## src/inc/awd_pkg.sv

```systemverilog
// shared constants and types for the converter window detector
package awd_pkg;
   // special-function register addresses
   localparam logic [7:0] AWD_ADDR_CONFIG = 8'h00_BC;
   localparam logic [7:0] AWD_ADDR_RESULT = 8'h00_BE;
   localparam logic [7:0] AWD_ADDR_CONTROL = 8'h00_E8;
   localparam logic [7:0] AWD_ADDR_GT_LIMIT = 8'h00_C4;
   localparam logic [7:0] AWD_ADDR_LT_LIMIT = 8'h00_C6;
   // values after reset
   localparam logic [7:0] AWD_RST_CONFIG = 8'h00_F8;
   localparam logic [7:0] AWD_RST_CONTROL = 8'h00_00;
   localparam logic [7:0] AWD_RST_RESULT = 8'h00_00;
   localparam logic [7:0] AWD_RST_GT_LIMIT = 8'h00_00;
   localparam logic [7:0] AWD_RST_LT_LIMIT = 8'h00_00;
   // control register bit positions
   localparam int AWD_CN_EN = 7;
   localparam int AWD_CN_TM = 6;
   localparam int AWD_CN_DONE = 5;
   localparam int AWD_CN_BUSY = 4;
   localparam int AWD_CN_WIN = 3;
   // config register field positions
   localparam int AWD_CF_DIV_LSB = 3;
   localparam int AWD_CF_DIV_W = 5;
   // cycle counts in converter clock ticks
   localparam logic [3:0] AWD_CONV_TICKS = 4'h8;
   localparam logic [3:0] AWD_TRACK_TICKS = 4'h3;
   // start source codes
   localparam logic [2:0] AWD_CM_BUSY_WRITE = 3'h0;

   typedef struct packed {
      logic [7:0] addr;
      logic wr;
      logic rd;
      logic [7:0] wdata;
   } awd_sfr_req_type;

   typedef enum logic [1:0] {
      AWD_IDLE = 2'b01,
      AWD_CONV = 2'b10
   } awd_state_type;
endpackage

```

## src/hw/awd_sar_divider.sv

```systemverilog
// converter clock enable from the system clock
`timescale 1ns/1ps
module awd_sar_divider #(
   parameter int DIV_W = 5
) (
   // clock and reset
   input wire logic clk_sys_i,
   input wire logic rst_i,
   // control
   input wire logic run_i,
   input wire logic [DIV_W-1:0] div_i,
   // enable pulse
   output logic tick_o
);
   import awd_pkg::*;

   typedef struct packed {
      logic [DIV_W-1:0] cnt;
   } awd_div_state_type;

   awd_div_state_type s_q, s_d;

   // restarting from div_i keeps the first tick a full period after start
   always_comb begin
      s_d = s_q;
      if (!run_i || s_q.cnt == '0) begin
         s_d.cnt = div_i;
      end else begin
         s_d.cnt = s_q.cnt - 1'b1;
      end
   end

   assign tick_o = run_i && (s_q.cnt == '0);

   always_ff @(posedge clk_sys_i) begin
      if (rst_i) begin
         s_q <= '0;
      end else begin
         s_q <= s_d;
      end
   end

   property p_tick_period;
      @(posedge clk_sys_i) disable iff (rst_i)
         (tick_o && run_i && div_i == DIV_W'(1) && $stable(div_i)) |=> !tick_o;
   endproperty
   a_tick_period: assert property (p_tick_period) else $error("tick too early");
endmodule

```

## src/hw/awd_window_detector.sv

```systemverilog
// converter sequencing, result register and window compare
// How it works
// - every finished conversion is compared with both limits, no software start needed
// - window flag sits in the control register where software can poll it
// - limit ordering alone picks inside-window or outside-window detection
// - single-ended mode compares result and limits as unsigned bytes
// - less-than above greater-than: flag when result strictly between them
// - differential mode compares result and limits as signed bytes
// - outside setting: flag when result below lower or above upper bound
// - divider zero: conversion spans at least eight system clocks
// - converter clock is system clock divided by five-bit divider plus one
`timescale 1ns/1ps
module awd_window_detector (
   // clock and reset
   input wire logic clk_sys_i,
   input wire logic rst_i,
   // special-function register port
   input wire awd_pkg::awd_sfr_req_type sfr_req_i,
   output logic [7:0] sfr_rdata_o,
   // converter side
   input wire logic [7:0] sar_code_i,
   input wire logic diff_mode_i,
   input wire logic [2:0] timer_ovf_i,
   input wire logic ext_start_i,
   output logic tracking_o,
   output logic sar_tick_o,
   // flags toward the core
   output logic conv_done_flag_o,
   output logic window_match_flag_o
);
   import awd_pkg::*;

   typedef struct packed {
      awd_state_type state;
      logic [3:0] cnt;
      logic [7:0] control;
      logic [7:0] config_r;
      logic [7:0] result;
      logic [7:0] gt;
      logic [7:0] lt;
      logic [7:0] rdata;
      logic ext_q;
   } awd_core_state_type;

   awd_core_state_type s_q, s_d;
   logic tick;
   logic conv_end;
   logic start;
   logic cn_wr;
   logic [3:0] limit;

   // flipping the sign bit maps two's complement order onto unsigned order
   function automatic logic [7:0] order_key(input logic [7:0] v, input logic diff);
      order_key = diff ? {~v[7], v[6:0]} : v;
   endfunction

   function automatic logic window_hit(input logic [7:0] res, input logic [7:0] gt,
                                       input logic [7:0] lt, input logic diff);
      logic [7:0] r;
      logic [7:0] g;
      logic [7:0] l;
      r = order_key(res, diff);
      g = order_key(gt, diff);
      l = order_key(lt, diff);
      if (l > g) begin
         window_hit = (r > g) && (r < l);
      end else begin
         window_hit = (r < l) || (r > g);
      end
   endfunction

   function automatic logic start_pick(input logic [2:0] cm, input logic busy_wr,
                                       input logic [2:0] ovf, input logic ext_rise);
      if (cm[2]) begin
         start_pick = ext_rise;
      end else if (cm == AWD_CM_BUSY_WRITE) begin
         start_pick = busy_wr;
      end else begin
         start_pick = ovf[cm[1:0] - 2'd1];
      end
   endfunction

   awd_sar_divider #(
      .DIV_W(AWD_CF_DIV_W)
   ) u_div (
      .clk_sys_i(clk_sys_i),
      .rst_i(rst_i),
      .run_i(s_q.state == AWD_CONV),
      .div_i(s_q.config_r[AWD_CF_DIV_LSB +: AWD_CF_DIV_W]),
      .tick_o(tick)
   );

   assign cn_wr = sfr_req_i.wr && (sfr_req_i.addr == AWD_ADDR_CONTROL);
   // low-power track mode spends three extra converter clocks tracking
   assign limit = s_q.control[AWD_CN_TM] ? (AWD_CONV_TICKS + AWD_TRACK_TICKS) : AWD_CONV_TICKS;
   assign conv_end = (s_q.state == AWD_CONV) && tick && (s_q.cnt == limit - 4'd1);
   assign start = s_q.control[AWD_CN_EN] && (s_q.state == AWD_IDLE)
      && start_pick(s_q.control[2:0], cn_wr && sfr_req_i.wdata[AWD_CN_BUSY],
                    timer_ovf_i, ext_start_i && !s_q.ext_q);

   always_comb begin
      s_d = s_q;
      s_d.ext_q = ext_start_i;
      // register writes
      if (sfr_req_i.wr) begin
         case (sfr_req_i.addr)
            AWD_ADDR_CONTROL: begin
               s_d.control = {sfr_req_i.wdata[7:5], s_q.control[AWD_CN_BUSY],
                              sfr_req_i.wdata[3:0]};
            end
            AWD_ADDR_CONFIG: begin
               s_d.config_r = {sfr_req_i.wdata[7:3], 1'b0, sfr_req_i.wdata[1:0]};
            end
            AWD_ADDR_RESULT: begin
               s_d.result = sfr_req_i.wdata;
            end
            AWD_ADDR_GT_LIMIT: begin
               s_d.gt = sfr_req_i.wdata;
            end
            AWD_ADDR_LT_LIMIT: begin
               s_d.lt = sfr_req_i.wdata;
            end
            default: begin
            end
         endcase
      end
      // sequencer
      case (s_q.state)
         AWD_IDLE: begin
            s_d.cnt = '0;
            if (start) begin
               s_d.state = AWD_CONV;
               s_d.control[AWD_CN_BUSY] = 1'b1;
            end
         end
         AWD_CONV: begin
            if (!s_q.control[AWD_CN_EN]) begin
               // disabling aborts the conversion and leaves the result alone
               s_d.state = AWD_IDLE;
               s_d.control[AWD_CN_BUSY] = 1'b0;
            end else if (conv_end) begin
               s_d.state = AWD_IDLE;
               s_d.control[AWD_CN_BUSY] = 1'b0;
               s_d.result = sar_code_i;
               // hardware set wins over a same-cycle software clear
               s_d.control[AWD_CN_DONE] = 1'b1;
               if (window_hit(sar_code_i, s_q.gt, s_q.lt, diff_mode_i)) begin
                  s_d.control[AWD_CN_WIN] = 1'b1;
               end
            end else if (tick) begin
               s_d.cnt = s_q.cnt + 4'd1;
            end
         end
         default: begin
            s_d.state = AWD_IDLE;
         end
      endcase
      // registered read answer
      if (sfr_req_i.rd) begin
         case (sfr_req_i.addr)
            AWD_ADDR_CONTROL: s_d.rdata = s_q.control;
            AWD_ADDR_CONFIG: s_d.rdata = s_q.config_r;
            AWD_ADDR_RESULT: s_d.rdata = s_q.result;
            AWD_ADDR_GT_LIMIT: s_d.rdata = s_q.gt;
            AWD_ADDR_LT_LIMIT: s_d.rdata = s_q.lt;
            default: s_d.rdata = 8'h00_00;
         endcase
      end
   end

   always_ff @(posedge clk_sys_i) begin
      if (rst_i) begin
         s_q.state <= AWD_IDLE;
         s_q.cnt <= '0;
         s_q.control <= AWD_RST_CONTROL;
         s_q.config_r <= AWD_RST_CONFIG;
         s_q.result <= AWD_RST_RESULT;
         s_q.gt <= AWD_RST_GT_LIMIT;
         s_q.lt <= AWD_RST_LT_LIMIT;
         s_q.rdata <= 8'h00_00;
         s_q.ext_q <= 1'b0;
      end else begin
         s_q <= s_d;
      end
   end

   assign sfr_rdata_o = s_q.rdata;
   assign tracking_o = s_q.control[AWD_CN_EN] && (s_q.state == AWD_IDLE);
   assign sar_tick_o = tick;
   assign conv_done_flag_o = s_q.control[AWD_CN_DONE];
   assign window_match_flag_o = s_q.control[AWD_CN_WIN];

   property p_auto_compare;
      @(posedge clk_sys_i) disable iff (rst_i)
         (conv_end && s_q.control[AWD_CN_EN] && window_hit(sar_code_i, s_q.gt, s_q.lt,
          diff_mode_i)) |=> window_match_flag_o;
   endproperty
   a_auto_compare: assert property (p_auto_compare) else $error("hit not flagged");

   property p_poll_read;
      @(posedge clk_sys_i) disable iff (rst_i)
         (sfr_req_i.rd && sfr_req_i.addr == AWD_ADDR_CONTROL)
         |=> sfr_rdata_o[AWD_CN_WIN] == $past(window_match_flag_o);
   endproperty
   a_poll_read: assert property (p_poll_read) else $error("flag not readable");

   property p_unsigned_inside;
      @(posedge clk_sys_i) disable iff (rst_i)
         (conv_end && s_q.control[AWD_CN_EN] && !diff_mode_i && s_q.lt > s_q.gt
          && sar_code_i > s_q.gt && sar_code_i < s_q.lt) |=> window_match_flag_o;
   endproperty
   a_unsigned_inside: assert property (p_unsigned_inside) else $error("inside missed");

   property p_inside_only;
      @(posedge clk_sys_i) disable iff (rst_i)
         (conv_end && !diff_mode_i && s_q.lt > s_q.gt && !window_match_flag_o
          && !(sar_code_i > s_q.gt && sar_code_i < s_q.lt) && !cn_wr) |=> !window_match_flag_o;
   endproperty
   a_inside_only: assert property (p_inside_only) else $error("false inside hit");

   property p_signed_outside;
      @(posedge clk_sys_i) disable iff (rst_i)
         (conv_end && s_q.control[AWD_CN_EN] && diff_mode_i
          && $signed(s_q.lt) <= $signed(s_q.gt)
          && ($signed(sar_code_i) < $signed(s_q.lt) || $signed(sar_code_i) > $signed(s_q.gt)))
         |=> window_match_flag_o;
   endproperty
   a_signed_outside: assert property (p_signed_outside) else $error("outside missed");

   property p_outside_only;
      @(posedge clk_sys_i) disable iff (rst_i)
         (conv_end && !diff_mode_i && s_q.lt <= s_q.gt && !window_match_flag_o && !cn_wr
          && sar_code_i >= s_q.lt && sar_code_i <= s_q.gt) |=> !window_match_flag_o;
   endproperty
   a_outside_only: assert property (p_outside_only) else $error("false outside hit");

   property p_min_length;
      @(posedge clk_sys_i) disable iff (rst_i)
         (start && s_q.config_r[AWD_CF_DIV_LSB +: AWD_CF_DIV_W] == '0
          && !s_q.control[AWD_CN_TM] && !(cn_wr && !sfr_req_i.wdata[AWD_CN_EN]))
         |=> (s_q.control[AWD_CN_BUSY] || !s_q.control[AWD_CN_EN]) [*8];
   endproperty
   a_min_length: assert property (p_min_length) else $error("conversion too short");

   property p_sticky;
      @(posedge clk_sys_i) disable iff (rst_i)
         (window_match_flag_o && !(cn_wr && !sfr_req_i.wdata[AWD_CN_WIN]))
         |=> window_match_flag_o;
   endproperty
   a_sticky: assert property (p_sticky) else $error("window flag dropped");

   property p_result_load;
      @(posedge clk_sys_i) disable iff (rst_i)
         (conv_end && s_q.control[AWD_CN_EN]) |=> s_q.result == $past(sar_code_i)
         && !s_q.control[AWD_CN_BUSY];
   endproperty
   a_result_load: assert property (p_result_load) else $error("result not stored");
endmodule

```

## config.mk

```make
export PLATFORM = sky130hd
export DESIGN_NAME = awd_window_detector
export DESIGN_NICKNAME = d
export VERILOG_FILES = /design/src/inc/awd_pkg.sv /design/src/hw/awd_sar_divider.sv /design/src/hw/awd_window_detector.sv
export SDC_FILE = /design/constraint.sdc
export NUM_CORES = 1
export LEC_CHECK = 0
export BUFFER_PORTS_ARGS = -buffer_cell sky130_fd_sc_hd__buf_4
export CORE_MARGIN = 2
export CORE_UTILIZATION = 35
export CTS_CLUSTER_SIZE = 24
export DETAILED_ROUTE_END_ITERATION = 8
export SYNTH_ARGS = -nofsm -noshare
export SYNTH_HDL_FRONTEND = slang
export SYNTH_SLANG_ARGS = --single-unit
```

## constraint.sdc

```tcl
create_clock -name clk_sys_i -period 3.9 [get_ports clk_sys_i]
set_input_delay 0.39 -clock clk_sys_i [delete_from_list [all_inputs] [get_ports clk_sys_i]]
set_output_delay 0.39 -clock clk_sys_i [all_outputs]
set_load 0.005 [all_outputs]
```

==> flow_metrics.tcl <==
set metrics [dict create \
    layout.nets 498 \
    synth_ff_type "dfxtp_1" \
    synth_warnings 0 \
    antenna_found_initial 0 \
    syn_area_per_cell_sq_um 8.32 \
    die_y_um 103 \
    arrival_ns 2.46 \
    num_vias 3093 \
    rr_worst_depth 8 \
    finalSetupTns_ns 0 \
    rsz0062_at_grt "false" \
    drtIter0Drc 270 \
    r2r_slack_ns 1.79 \
    power.density_nw_per_um2 335 \
    peakVddDrop_uv 206 \
    syn2layout_area_growth_pct 16.0 \
    dr.pass1.iters 5 \
    vias_per_cell 5.37 \
    ys_top_cells_by_area "dfxtp_1 (34%), ha_1 (9.8%), a21oi_1 (5.7%)" \
    syn_inst 414 \
    hold_end "s_q[0]" \
    grt.overflow.total 0 \
    cts_tree "done" \
    die_area_sq_um 10700 \
    setup_viol 0 \
    num_antenna_cells 0 \
    wirelength_um 9160 \
    crit_family "simple AND/OR/NAND/NOR gates" \
    path_cells "buf_4, or2_1, nor4_4, nand2_1, mux2i_1, o21a_1, a221oi_1" \
    syn-cell-area_sq_um 3450 \
    max_stage_delay_ns 0.67 \
    status "finished clean" \
    hold_viol_final 0 \
    clock.fmax_mhz 452 \
    track_usage_pct 17.7 \
    synth-seq-cells 59 \
    cts-root-buf "clkbuf_8" \
    grt_pass1_vias 2783 \
    r2r-start "u_div.s_q[0]" \
    synth_largest_area_cell "dfxtp_1" \
    fin_worst_skew_ns 0.0123 \
    crit_fanout 18 \
    synth_cell_types 55 \
    slew_headroom_pct 47.3 \
    crit_required_ns 4.14 \
    port-buffer-count 44 \
    io_pins 45 \
    dp.cells 560 \
    worst_pin_slew_ns 0.785 \
    placed_cell_area_sq_um 3790 \
    start_util_pct 35.6 \
    r2r-end "s_q[27]" \
    hold_buffers 0 \
    clkLatencyLatePin_ns 0.35 \
    drc 0 \
    drv_slew 0 \
    async_flop_share_pct 0 \
    synth_top_area_share_pct 34.3 \
    htree_levels 3 \
    clk_path_buf_depth 2 \
    numCtsBuffers 9 \
    clock_sinks 59 \
    clk_pin_slew_ns 0.07 \
    grt_start_max_net_pins 59 \
    grt_pass1_wl_um 14200 \
    synth_edf_count 0 \
    final_cells 576 \
    stdcell_area_sq_um 4000 \
    critPathKind "in -> reg" \
    place_hpwl_um 6760 \
    die_x_um 103 \
    min-delay-start "ext_start_i" \
    yosysSeqAreaShare_pct 34.3 \
    hold_depth 3 \
    rows 36 \
    synth_nets 474 \
    layout-drive-gt1-share_pct 15.8 \
    postCtsSetupRepairBufs 0 \
    place_congestion 0.896 \
    cp_slowest_cell "nor4_4" \
    ant_nets 0 \
    leakagePower_nw 1.55 \
    coreArea_sq_um 9680 \
    period_needed_ns 2.21 \
    crit_buf_inv 1 \
    maxCapViolations 0 \
    period_share_pct 56.7 \
    start_kind "input pin" \
    cts_resized 0 \
    wl_per_cell_um 15.9 \
    endpoint_kind "flop" \
    hp-class "in -> reg" \
]
## cells in the final DEF, fill, tap and decap left out, types with 2 or more instances in the layout
cell and n:
mux2i_1 13, o21ai_0 10, a211o_1 5, dfxtp_1 59, o21bai_1 2, a222oi_1 2
nor4bb_1 2, o21ai_1 2, xnor2_1 5, and2_1 2, nor3_1 4, nand4b_1 2
inv_1 24, mux2_2 4, nor2_1 34, a21oi_1 39, nand2_1 39, nor2b_1 7
clkbuf_8 12, a211oi_1 11, xor2_1 3, a311oi_1 7, o211ai_1 3, and3_1 2
buf_4 44, nand3_1 29, nand2b_1 7, ha_1 27, a21o_1 2, clkinv_2 2
a22oi_1 9, nand4_1 6
## where the power goes
part	switching, mW	leakage [nW]	internal [mW]
registers	0.00560	0.479	0.610
clock network	0.252	0.108	0.345
logic	0.0694	0.964	0.0547
## layout make-up
| cell class | instances | area (sq um) |
|---|---|---|
| Clock buffer | 12 | 165 |
| Fill cell | 970 | 5690 |
| Sequential cell | 59 | 1180 |
| Multi-Input combinational cell | 300 | 2020 |
| Clock inverter | 4 | 47.5 |
| Inverter | 24 | 90.1 |
| Timing Repair Buffer | 44 | 330 |
| Tap cell | 133 | 166 |
## synth_stat cells (all sizes together) (3+ instances only)
master  count
a211o       5
a211oi     12
a21oi      39
a22oi       9
a311oi      7
buf        16
clkbuf     15
dfxtp      59
ha         27
inv        24
mux2        4
mux2i      13
nand2      39
nand2b      7
nand3      30
nand4       6
nor2       35
nor2b       7
nor3        4
o211ai      3
o21ai      12
xnor2       5
xor2        3
## registers in the layout, summed over array words and instances (netlist names)
name and cells:
conv_done_flag_o 1, s_q 44, sfr_rdata_o 8, u_div.s_q 5, window_match_flag_o 1
## worst max-delay path by stage
stage | from | endpoint | cells after the start
finish | sfr_req_i[11] | window_match_flag_o | 7
global route | sfr_req_i[11] | window_match_flag_o | 7
CTS | sfr_req_i[11] | window_match_flag_o | 7
detailed placement | sfr_req_i[11] | window_match_flag_o | 7
global placement | sfr_req_i[11] | window_match_flag_o | 7
floorplan | diff_mode_i | window_match_flag_o | 9
## metal layers
layer  share of wire [%]  wire length, um  GRT usage [%]
met5                   0                0              0
met1                  45             4160           23.8
met3                 6.3              577           4.97
met2                  47             4270           27.4
met4                 1.7              152           6.07
## worst register-to-register path: stages, from the launching register on
cell and delay [ns]:
dfxtp_1 0.33, inv_1 0.06, ha_1 0.19, nor4b_1 0.27, nand2_1 0.14, nor2_1 0.16
nand2_1 0.44, nor2_1 0.31, a211oi_1 0.08
## stage by stage
stage               power (mW)  setup WS [ns]  hold slack (ns)  util (%)
floorplan                0.697           1.96            0.442         -
global placement         0.751           1.44            0.463      39.1
detailed placement       0.753           1.34            0.480      39.1
CTS                       1.34           1.69            0.258      41.3
global route              1.38           1.46            0.271      41.3
finish                    1.34           1.69            0.270      41.3
## kinds of logic after synthesis
kind of cell	Yosys count	synth area share, %
buf+inv	55	7.15
xor+xnor	8	2.03
flops	59	34.3
mux	17	5.08
simple gates	144	21.7
fa+ha+maj	27	9.80
compound gates	104	20.0
Power figures use the tool's default switching activity.
